$ cat config.mk
export PLATFORM = sky130hd
export DESIGN_NAME = icc_ctrl_top
export DESIGN_NICKNAME = d
export VERILOG_FILES = /design/src/icc_pkg.sv /design/src/icc_source_map.sv /design/src/icc_route.sv /design/src/icc_ctrl_top.sv
export VERILOG_INCLUDE_DIRS = /design/src /design/src/src
export SDC_FILE = /design/constraint.sdc
export NUM_CORES = 1
export LEC_CHECK = 0
export BUFFER_PORTS_ARGS = -buffer_cell sky130_fd_sc_hd__buf_2
export CAP_MARGIN = 20
export CELL_PAD_IN_SITES_DETAIL_PLACEMENT = 1
export CELL_PAD_IN_SITES_GLOBAL_PLACEMENT = 1
export CORE_ASPECT_RATIO = 1.2
export CORE_MARGIN = 5
export CORE_UTILIZATION = 37
export CTS_CLUSTER_SIZE = 14
export DETAILED_ROUTE_END_ITERATION = 10
export PLACE_DENSITY = 0.79
export SYNTH_ARGS = -nofsm -noshare
export SYNTH_HDL_FRONTEND = slang
export SYNTH_SLANG_ARGS = --single-unit
export TNS_END_PERCENT = 30
$ cat constraint.sdc
create_clock -name clock -period 1.6 [get_ports clock]
set_input_delay 0.24 -clock clock [delete_from_list [all_inputs] [get_ports clock]]
set_output_delay 0.24 -clock clock [all_outputs]
set_load 0.02 [all_outputs]
$ cat src/icc_regs.svh
`ifndef ICC_REGS_SVH
`define ICC_REGS_SVH

// Coprocessor slot and register numbers
`define ICC_CP_NUM          4'h6
`define ICC_CR_IRQ_PEND     4'h0
`define ICC_CR_MASK         4'h1
`define ICC_CR_LEVEL        4'h2
`define ICC_CR_FIQ_PEND     4'h3
`define ICC_CR_ALL_PEND     4'h4
`define ICC_CR_HIGHEST      4'h5
`define ICC_CR_IRQ_PEND2    4'h6
`define ICC_CR_MASK2        4'h7
`define ICC_CR_LEVEL2       4'h8
`define ICC_CR_FIQ_PEND2    4'h9
`define ICC_CR_ALL_PEND2    4'hA

// Source vector shape
`define ICC_SRC_N           40
`define ICC_WORD_W          32
`define ICC_SECOND_W        8
`define ICC_SRC_VALID       40'h03_FFFF_FFFF
`define ICC_GPIO_COUNT      121
`define ICC_TIMER_COUNT     12
`define ICC_TIMER_DIRECT    4

// Reset values
`define ICC_PEND_RST        40'h00_0000_0000
`define ICC_MASK_RST        32'h0000_0000
`define ICC_LEVEL_RST       32'h0000_0000
`define ICC_SECOND_RST      8'h00

// Bit positions (equal to peripheral ID)
`define ICC_BIT_SYNCSER3    0
`define ICC_BIT_LINK        1
`define ICC_BIT_USBH2       2
`define ICC_BIT_USBH1       3
`define ICC_BIT_KEYPAD      4
`define ICC_BIT_MEMSTICK    5
`define ICC_BIT_PWRI2C      6
`define ICC_BIT_TIMER_HI    7
`define ICC_BIT_GPIO0       8
`define ICC_BIT_GPIO1       9
`define ICC_BIT_GPIOX       10
`define ICC_BIT_USBCLIENT   11
`define ICC_BIT_PERFMON     12
`define ICC_BIT_I2S         13
`define ICC_BIT_AC97        14
`define ICC_BIT_SMARTCARD   15
`define ICC_BIT_SSP2        16
`define ICC_BIT_LCD         17
`define ICC_BIT_I2C         18
`define ICC_BIT_INFRARED    19
`define ICC_BIT_SER_STD     20
`define ICC_BIT_SER_WLESS   21
`define ICC_BIT_SER_FULL    22
`define ICC_BIT_FLASHCARD   23
`define ICC_BIT_SSP1        24
`define ICC_BIT_DMA         25
`define ICC_BIT_TIMER0      26
`define ICC_BIT_RTC_TICK    30
`define ICC_BIT_RTC_ALARM   31
`define ICC_BIT_TRUSTED     32
`define ICC_BIT_CAPTURE     33

`endif

$ cat src/icc_pkg.sv
`include "icc_regs.svh"

package icc_pkg;
    typedef logic [`ICC_SRC_N-1:0]    icc_src_vec_t;
    typedef logic [`ICC_WORD_W-1:0]   icc_word_t;
    typedef logic [`ICC_SECOND_W-1:0] icc_second_t;
    // Outcome of one coprocessor access
    typedef enum logic [1:0] {
        ICC_ACC_NONE,
        ICC_ACC_DONE,
        ICC_ACC_UNDEF
    } icc_acc_t;
endpackage

$ cat src/icc_source_map.sv
`timescale 1ns/1ps
`default_nettype none
`include "icc_regs.svh"

module icc_source_map
    import icc_pkg::*;
#(
    parameter int GPIO_COUNT  = `ICC_GPIO_COUNT,
    parameter int TIMER_COUNT = `ICC_TIMER_COUNT
) (
    input  wire logic [GPIO_COUNT-1:0]  gpioEdge,
    input  wire logic [TIMER_COUNT-1:0] timerMatch,
    input  wire logic [21:0]            plainSrc,
    input  wire logic                   quickCaptureSrc,
    input  wire logic                   trustedModuleSrc,
    input  wire logic                   rtcAlarmSrc,
    input  wire logic                   rtcTickSrc,
    output icc_src_vec_t                rawSrc
);

    // Each peripheral ID is its bit position; unused positions stay zero
    always_comb begin
        rawSrc = '0;
        rawSrc[`ICC_BIT_CAPTURE]   = quickCaptureSrc;
        rawSrc[`ICC_BIT_TRUSTED]   = trustedModuleSrc;
        rawSrc[`ICC_BIT_RTC_ALARM] = rtcAlarmSrc;
        rawSrc[`ICC_BIT_RTC_TICK]  = rtcTickSrc;
        for (int t = 0; t < `ICC_TIMER_DIRECT; t++) begin
            rawSrc[`ICC_BIT_TIMER0 + t] = timerMatch[t];
        end
        rawSrc[`ICC_BIT_TIMER_HI]  = |timerMatch[TIMER_COUNT-1:`ICC_TIMER_DIRECT];
        rawSrc[`ICC_BIT_GPIO0]     = gpioEdge[0];
        rawSrc[`ICC_BIT_GPIO1]     = gpioEdge[1];
        rawSrc[`ICC_BIT_GPIOX]     = |gpioEdge[GPIO_COUNT-1:2];
        // Plain sources 25..11 then 6..0, packed high to low
        rawSrc[`ICC_BIT_DMA:`ICC_BIT_USBCLIENT] = plainSrc[21:7];
        rawSrc[`ICC_BIT_PWRI2C:`ICC_BIT_SYNCSER3] = plainSrc[6:0];
    end

endmodule
`default_nettype wire

$ cat src/icc_route.sv
`timescale 1ns/1ps
`default_nettype none
`include "icc_regs.svh"

module icc_route
    import icc_pkg::*;
(
    input  wire icc_src_vec_t pending,
    input  wire icc_src_vec_t enable,
    input  wire icc_src_vec_t toFiq,
    output icc_src_vec_t      irqVec,
    output icc_src_vec_t      fiqVec
);

    // Masked sources never reach the core; level picks IRQ or FIQ
    assign irqVec = pending & enable & ~toFiq;
    assign fiqVec = pending & enable & toFiq;

endmodule
`default_nettype wire

$ cat src/icc_ctrl_top.sv
`timescale 1ns/1ps
`default_nettype none
`include "icc_regs.svh"

// Notes on behaviour
// - Coprocessor access only from privileged mode
// - User-mode access raises undefined, changes nothing
// - Registers answer on coprocessor number six
// - CR0..CR10 map first then second set
// - Control and priority registers not reachable here
// - Every mapped register reads current contents
// - Only first mask and level are writable by coprocessor
// - Peripheral ID equals pending bit position
// - Bit 33 capture, bit 32 trusted module
// - Bit 31 alarm, bit 30 one-hertz tick
// - Bits 26..29 timers 0..3, bit 7 others
// - Bits 8, 9 pins 0, 1; 10 others
// - Bit 25 carries combined DMA request
// - Bits 22, 21, 20 full, wireless, standard serial
// - Bits 3, 2 USB host; 1 link; 0 serial
// - Pending registers read-only; only all-pending CR4, CR10 ignore mask
// - Pending set regardless of IRQ or FIQ level
// - Pending registers clear to zero at reset
// - Pending bit follows source status OR
// - Level bit routes each source to IRQ or FIQ
// - Masked source only updates pending, no interrupt
module icc_ctrl_top
    import icc_pkg::*;
#(
    parameter int GPIO_COUNT  = `ICC_GPIO_COUNT,
    parameter int TIMER_COUNT = `ICC_TIMER_COUNT
) (
    input  wire logic                   clock,
    input  wire logic                   rst_b,
    input  wire logic                   clkEn,
    input  wire logic                   cpReq,
    input  wire logic [3:0]             cpNum,
    input  wire logic [3:0]             cpRegNum,
    input  wire logic                   cpWrite,
    input  wire logic                   cpPriv,
    input  wire icc_word_t              cpWdata,
    input  wire icc_word_t              highestPriority,
    input  wire logic                   mmMaskSecondWe,
    input  wire logic                   mmLevelSecondWe,
    input  wire icc_second_t            mmWdataSecond,
    input  wire logic [GPIO_COUNT-1:0]  gpioEdge,
    input  wire logic [TIMER_COUNT-1:0] timerMatch,
    input  wire logic                   quickCaptureSrc,
    input  wire logic                   trustedModuleSrc,
    input  wire logic                   rtcAlarmSrc,
    input  wire logic                   rtcTickSrc,
    input  wire logic                   dmaSrc,
    input  wire logic                   syncSerialOneSrc,
    input  wire logic                   flashCardSrc,
    input  wire logic                   serialFullSrc,
    input  wire logic                   serialWirelessSrc,
    input  wire logic                   serialStandardSrc,
    input  wire logic                   infraredSrc,
    input  wire logic                   twoWireSrc,
    input  wire logic                   displaySrc,
    input  wire logic                   syncSerialTwoSrc,
    input  wire logic                   smartCardSrc,
    input  wire logic                   audioCodecSrc,
    input  wire logic                   audioSerialSrc,
    input  wire logic                   perfMonSrc,
    input  wire logic                   usbClientSrc,
    input  wire logic                   powerTwoWireSrc,
    input  wire logic                   memStickSrc,
    input  wire logic                   keypadSrc,
    input  wire logic                   usbHostOneSrc,
    input  wire logic                   usbHostTwoSrc,
    input  wire logic                   scalableLinkSrc,
    input  wire logic                   syncSerialThreeSrc,
    output logic                        cpDone,
    output logic                        cpUndef,
    output icc_word_t                   cpRdata,
    output logic                        irqToCore,
    output logic                        fiqToCore
);

    logic [1:0]   rstSync_ff;
    logic         rstSyncN;
    icc_src_vec_t rawSrc;
    icc_src_vec_t pending_ff;
    icc_word_t    mask_ff;
    icc_word_t    level_ff;
    icc_second_t  maskSecond_ff;
    icc_second_t  levelSecond_ff;
    icc_src_vec_t enableVec;
    icc_src_vec_t fiqSelVec;
    icc_src_vec_t irqVec;
    icc_src_vec_t fiqVec;
    logic         cpHit;
    logic         regMapped;
    icc_acc_t     nxt_acc;
    icc_word_t    nxt_rdata;
    logic         wrMask;
    logic         wrLevel;
    logic         done_ff;
    logic         undef_ff;
    icc_word_t    cpRdata_ff;
    logic         irqOut_ff;
    logic         fiqOut_ff;

    // Reset release through two flops; assert is immediate
    always_ff @(posedge clock or negedge rst_b) begin
        if (!rst_b) begin
            rstSync_ff <= 2'h0;
        end else if (clkEn) begin
            rstSync_ff <= {rstSync_ff[0], 1'b1};
        end
    end
    assign rstSyncN = rstSync_ff[1];

    // Source mapping onto peripheral-ID bit positions
    icc_source_map #(
        .GPIO_COUNT  (GPIO_COUNT),
        .TIMER_COUNT (TIMER_COUNT)
    ) u_map (
        .gpioEdge         (gpioEdge),
        .timerMatch       (timerMatch),
        .plainSrc         ({dmaSrc, syncSerialOneSrc, flashCardSrc, serialFullSrc,
                            serialWirelessSrc, serialStandardSrc, infraredSrc, twoWireSrc,
                            displaySrc, syncSerialTwoSrc, smartCardSrc, audioCodecSrc,
                            audioSerialSrc, perfMonSrc, usbClientSrc, powerTwoWireSrc,
                            memStickSrc, keypadSrc, usbHostOneSrc, usbHostTwoSrc,
                            scalableLinkSrc, syncSerialThreeSrc}),
        .quickCaptureSrc  (quickCaptureSrc),
        .trustedModuleSrc (trustedModuleSrc),
        .rtcAlarmSrc      (rtcAlarmSrc),
        .rtcTickSrc       (rtcTickSrc),
        .rawSrc           (rawSrc)
    );

    // Pending simply tracks the source level, so clearing at the source clears it here
    always_ff @(posedge clock or negedge rst_b) begin
        if (!rst_b) begin
            pending_ff <= `ICC_PEND_RST;
        end else if (!rstSyncN) begin
            pending_ff <= `ICC_PEND_RST;
        end else if (clkEn) begin
            pending_ff <= rawSrc & `ICC_SRC_VALID;
        end
    end

    // Second-set enables and levels come only from the memory-mapped side
    always_ff @(posedge clock or negedge rst_b) begin
        if (!rst_b) begin
            maskSecond_ff  <= `ICC_SECOND_RST;
            levelSecond_ff <= `ICC_SECOND_RST;
        end else if (!rstSyncN) begin
            maskSecond_ff  <= `ICC_SECOND_RST;
            levelSecond_ff <= `ICC_SECOND_RST;
        end else if (clkEn) begin
            if (mmMaskSecondWe) begin
                maskSecond_ff <= mmWdataSecond;
            end
            if (mmLevelSecondWe) begin
                levelSecond_ff <= mmWdataSecond;
            end
        end
    end

    assign enableVec = {maskSecond_ff, mask_ff};
    assign fiqSelVec = {levelSecond_ff, level_ff};

    icc_route u_route (
        .pending (pending_ff),
        .enable  (enableVec),
        .toFiq   (fiqSelVec),
        .irqVec  (irqVec),
        .fiqVec  (fiqVec)
    );

    // Decode one coprocessor access; foreign coprocessor numbers get no answer
    always_comb begin
        cpHit     = cpReq && (cpNum == `ICC_CP_NUM);
        regMapped = (cpRegNum <= `ICC_CR_ALL_PEND2);
        nxt_acc   = ICC_ACC_NONE;
        wrMask    = 1'b0;
        wrLevel   = 1'b0;
        if (cpHit) begin
            if (!cpPriv || !regMapped) begin
                nxt_acc = ICC_ACC_UNDEF;
            end else begin
                nxt_acc = ICC_ACC_DONE;
                wrMask  = cpWrite && (cpRegNum == `ICC_CR_MASK);
                wrLevel = cpWrite && (cpRegNum == `ICC_CR_LEVEL);
            end
        end
    end

    // Read mux; second-set words carry data in the low byte
    always_comb begin
        nxt_rdata = '0;
        unique case (cpRegNum)
            `ICC_CR_IRQ_PEND:  nxt_rdata = irqVec[`ICC_WORD_W-1:0];
            `ICC_CR_MASK:      nxt_rdata = mask_ff;
            `ICC_CR_LEVEL:     nxt_rdata = level_ff;
            `ICC_CR_FIQ_PEND:  nxt_rdata = fiqVec[`ICC_WORD_W-1:0];
            `ICC_CR_ALL_PEND:  nxt_rdata = pending_ff[`ICC_WORD_W-1:0];
            `ICC_CR_HIGHEST:   nxt_rdata = highestPriority;
            `ICC_CR_IRQ_PEND2: nxt_rdata = {24'h000000, irqVec[`ICC_SRC_N-1:`ICC_WORD_W]};
            `ICC_CR_MASK2:     nxt_rdata = {24'h000000, maskSecond_ff};
            `ICC_CR_LEVEL2:    nxt_rdata = {24'h000000, levelSecond_ff};
            `ICC_CR_FIQ_PEND2: nxt_rdata = {24'h000000, fiqVec[`ICC_SRC_N-1:`ICC_WORD_W]};
            `ICC_CR_ALL_PEND2: nxt_rdata = {24'h000000, pending_ff[`ICC_SRC_N-1:`ICC_WORD_W]};
            default:           nxt_rdata = '0;
        endcase
    end

    // First mask and level, the only words the coprocessor may change
    always_ff @(posedge clock or negedge rst_b) begin
        if (!rst_b) begin
            mask_ff  <= `ICC_MASK_RST;
            level_ff <= `ICC_LEVEL_RST;
        end else if (!rstSyncN) begin
            mask_ff  <= `ICC_MASK_RST;
            level_ff <= `ICC_LEVEL_RST;
        end else if (clkEn) begin
            if (wrMask) begin
                mask_ff <= cpWdata;
            end
            if (wrLevel) begin
                level_ff <= cpWdata;
            end
        end
    end

    // Answer one cycle after the request; data held until the next successful read answer
    always_ff @(posedge clock or negedge rst_b) begin
        if (!rst_b) begin
            done_ff    <= 1'b0;
            undef_ff   <= 1'b0;
            cpRdata_ff <= '0;
        end else if (!rstSyncN) begin
            done_ff    <= 1'b0;
            undef_ff   <= 1'b0;
            cpRdata_ff <= '0;
        end else if (clkEn) begin
            // Separate flops so both answer lines leave straight from a register
            done_ff  <= (nxt_acc != ICC_ACC_NONE);
            undef_ff <= (nxt_acc == ICC_ACC_UNDEF);
            if (nxt_acc == ICC_ACC_DONE && !cpWrite) begin
                cpRdata_ff <= nxt_rdata;
            end
        end
    end

    // Core lines registered, so a source costs two cycles to reach the core
    always_ff @(posedge clock or negedge rst_b) begin
        if (!rst_b) begin
            irqOut_ff <= 1'b0;
            fiqOut_ff <= 1'b0;
        end else if (!rstSyncN) begin
            irqOut_ff <= 1'b0;
            fiqOut_ff <= 1'b0;
        end else if (clkEn) begin
            irqOut_ff <= |irqVec;
            fiqOut_ff <= |fiqVec;
        end
    end

    assign cpDone    = done_ff;
    assign cpUndef   = undef_ff;
    assign cpRdata   = cpRdata_ff;
    assign irqToCore = irqOut_ff;
    assign fiqToCore = fiqOut_ff;
endmodule
`default_nettype wire

==> out/qor.txt <==
RUN STATUS
-------------------------------------------------------------------------------------
Result of the run ...................................................... finished, final reports clean

ROUTE
-------------------------------------------------------------------------------------
First DRT Iteration DRCs ...............................................          801
Wire length per cell ................................................... 23.8 microns
Via count ..............................................................         9875
Number of vias per cell after detailed routing .........................         5.93
Drc violations .........................................................            0
Final antenna-violating net count ......................................            0
Total Wirelength .......................................................      39.6 mm
First-pass DRT Iterations ..............................................            6

SETUP PATH
-------------------------------------------------------------------------------------
Cell-by-cell trace of the critical path ................................ nand2_1 -> a2111oi_1 -> a221oi_1 -> o2111ai_1 -> o211a_1
Number of buffer and inverter stages on the critical path ..............            0
Crit path max-delay family ............................................. compound AO/OA/AOI/OAI gates
Critical path class .................................................... register to register
Worst Path Arrival .....................................................      1.94 ns
Highest fanout seen on the critical path ...............................            2
Critical R2R Capture ...................................................   cpRdata[1]
Cells on worst reg2reg path ............................................            5
R2R Path Start ......................................................... pending_ff[1]
Longest individual stage delay on the worst path .......................      0.56 ns
Required @ worst endpoint ..............................................      1.97 ns
Slowest CP cell ........................................................    a2111oi_1
Startpoint types .......................................................     register
Register-to-register path setup slack ..................................      0.03 ns
Setup crit end kind ....................................................     register

FLOORPLANNING
-------------------------------------------------------------------------------------
Width of the chip ......................................................  148 microns
Placeable core area ....................................................  22400 sq um
Num rows ...............................................................           60
Die height .............................................................  175 microns
Starting utilization of the core area ..................................        37.5%
Die ar. ................................................................  25900 sq um
Number of top-level pins ...............................................          283

GRT
-------------------------------------------------------------------------------------
Pin count of the biggest net entering global routing ...................           67
Total track usage ......................................................        30.2%
Antenna violations before repair .......................................            0
Vias in the first global route .........................................        10.8k
Wire length of the first global-routing pass ...........................      60.5 mm
Total grt overflow .....................................................            0

LAYOUT
-------------------------------------------------------------------------------------
Area growth from synthesis to layout ...................................        40.8%
Util after Layout ......................................................        52.8%
Number of standard cells in the final layout excluding fillers .........         1665
Antenna diodes .........................................................            0
FILL cells .............................................................         2763
Fraction of layout instances using a drive strength above 1 ............        35.1%
Number of nets in the layout ...........................................         1621

PLACED DESIGN
-------------------------------------------------------------------------------------
Total instance count after detailed placement ..........................         1633
Total of buffers placed on input and output ports ......................          282
Hpwl dp ................................................................      30.7 mm
Routability cong. ......................................................        0.969

LOGIC SYNTHESIS
-------------------------------------------------------------------------------------
Syn Nets ...............................................................         1236
Multiplexer share of the synthesized area ..............................        5.23%
Area share of fa/ha/maj cells after synthesis ..........................           0%
Synthesized flop and latch total .......................................          152
Syn. warnings ..........................................................            0
EDFF count, synth ......................................................            0
Fraction of synthesized cell area in xor and xnor cells ................           0%
Dominant combinational cell family by area after synthesis ............. simple AND/OR/NAND/NOR gates
Flip-flop cell with the highest count after synthesis ..................      dfrtp_1
Post-synthesis instance area ...........................................   8430 sq um
Count of different cell masters after synthesis ........................           60
Mean instance size in the synthesized netlist ..........................   8.52 sq um
Post-synthesis share of cell area spent on and, or, nand and nor gates .        23.9%
Syn Inst Count .........................................................          989
Post-synthesis sequential area ratio ...................................        45.1%
Async set-reset flop share out of synthesis ............................         100%
Share of the synthesized area in compound gates (AO/OA/AOI/OAI) ........        21.1%

CLOCK NETWORK
-------------------------------------------------------------------------------------
Clock Root Buffer ......................................................    clkbuf_16
Clock Latency Late Sink ................................................      0.43 ns
Total clock buffers created by CTS .....................................           17
Sinks on the clock net .................................................          152
Clk slew on worst S/H paths ............................................      0.07 ns
H-tree levels ..........................................................            4
Maximum root-to-sink buffer count ......................................            2
CTS tree ...............................................................          yes

STA
-------------------------------------------------------------------------------------
Slew @ Worst Pin .......................................................     0.636 ns
Period Utilization, post-route .........................................        97.8%
Max Fclk ...............................................................    0.639 GHz
Final-report setup violation count .....................................            0
Number of pins exceeding their max-slew limit in the final report ......            0
Setup Skew .............................................................   0.00876 ns
Final-report hold violation count ......................................            0
Sum of negative setup slack ............................................         0 ns
Min Clock Period, post-route ...........................................      1.57 ns
Worst rel slew slack ...................................................        57.2%

HOLD PATH
-------------------------------------------------------------------------------------
Hold Crit Start ........................................................       dmaSrc
Worst Hold End ......................................................... pending_ff[25]
Path type of the worst min-delay path .................................. input pin to register
Hold Path Depth ........................................................            3

POWER AND IR DROP
-------------------------------------------------------------------------------------
Static power due to leakage ............................................      5.60 nW
Worst supply voltage drop on vdd .......................................       617 uV
Power Density ..........................................................  826 nW/um^2

FLOW RUN
-------------------------------------------------------------------------------------
Maxcap violations ......................................................            0

[metrics by stage]
stage / power, mW / setup slack [ns] / hold WS, ns / instance area (sq um)
after floorplan: 4.57 / 0.00612 / -0.0556 / 8430
after global placement: 5.41 / -0.570 / 0.202 / 11200
after detailed placement: 5.45 / -0.596 / 0.200 / 11200
after CTS: 9.83 / 0.00418 / 0.0420 / 11800
after global routing: 10.1 / -0.0322 / 0.0532 / 11900
final: 9.80 / 0.0344 / 0.0482 / 11900
[sequential cells by signal, indices dropped and copies added, names as in the netlist]
signal          cells
rstSync_ff          2
maskSecond_ff       8
levelSecond_ff      8
level_ff           32
fiqToCore           1
cpUndef             1
irqToCore           1
mask_ff            32
cpRdata            32
cpDone              1
pending_ff         34
[cell usage in the layout, fill, tap and decap left out, drive strengths merged, types with 7 or more instances in the layout]
cell    synthesis  layout
a21oi         105     105
o211ai          7       7
buf            41     436
inv            17      17
nand2         202     202
and3           12      12
a222oi         20      20
nand3          55      55
a22oi           7       7
nor4           36      36
nor2b           7       7
a31oi          24      24
a21o            9       9
o22ai          11      11
mux2i          44      44
nand4          15      15
nor2           61      61
a22o            7       7
dfrtp         152     152
clkbuf         30      21
o21ai          56      56
[worst max path at each step]
stage	depth (start not counted)	slack (ns)	start	end
after floorplan	7	0.006	cpRegNum[1]	cpRdata[29]
after global placement	7	-0.57	clkEn	pending_ff[10]
after detailed placement	7	-0.60	clkEn	pending_ff[10]
after CTS	7	0.004	gpioEdge[99]	pending_ff[10]
after global routing	5	-0.03	mask_ff[1]	cpRdata[1]
final	5	0.03	pending_ff[1]	cpRdata[1]
[report_power, final]
| part | switching, mW | internal, mW |
|---|---|---|
| Sequential | 0.138 | 3.96 |
| Combinational | 0.703 | 0.590 |
| Clock | 1.67 | 2.74 |
[final cells by class]
class / instances / area [sq um] / area share [%]
well taps: 279 / 349 / 2.94
repair buffers: 437 / 2710 / 22.8
clock inverters: 10 / 168 / 1.41
clock buffers: 21 / 470 / 3.97
inverters: 17 / 65.1 / 0.548
flip-flops and latches: 152 / 3800 / 32.1
multi-input cells: 749 / 4300 / 36.2
[what timing repair did]
item | in CTS | in global routing
setup buffers | 0 | 0
gates resized for setup | 4 | 6
hold buffers | 1 | 0
setup endpoints to repair | 2 | 3
hold endpoints to repair | 35 | 0
pin swaps | 1 | 2
[Yosys cell counts (all sizes together), types with 5 or more instances]
cell type / instances / share of area (%)
nor3: 6 / 0.48
a21o: 9 / 0.80
nand4: 15 / 1.1
dfrtp: 152 / 45
nor3b: 6 / 0.53
nand2: 202 / 9.0
a31oi: 24 / 1.8
a222oi: 20 / 2.4
o211ai: 7 / 0.62
o21ai: 56 / 3.3
and3: 12 / 0.89
clkbuf: 30 / 1.3
mux2i: 44 / 5.2
o22ai: 11 / 0.82
nand3b: 5 / 0.45
a22oi: 7 / 0.62
inv: 17 / 0.76
nor4: 36 / 2.7
nor2: 61 / 2.7
a21oi: 105 / 6.2
a22o: 7 / 0.73
buf: 41 / 2.6
nor2b: 7 / 0.52
nand3: 55 / 3.3
[per-layer routing]
layer | part of all wire, % | vias up | GRT usage [%]
met1 | 37 | 4830 | 35.2
met3 | 7.4 | 118 | 5.47
met5 | 0 | - | 0
li1 | - | 4397 | -
met4 | 5.4 | 0 | 15.5
met2 | 50 | 530 | 52.9
[tightest hold or removal path, stage by stage]
cell and delay [ns]:
buf_2 0.07, mux2i_1 0.05, nor2_1 0.08
[logic make-up after synthesis]
logic type             after synthesis
and+or+nand+nor                    423
AOI/OAI and AO/OA                  282
DFF                                152
buffers and inverters               88
muxes                               44
Note: power is estimated with default switching activity, not from simulation.
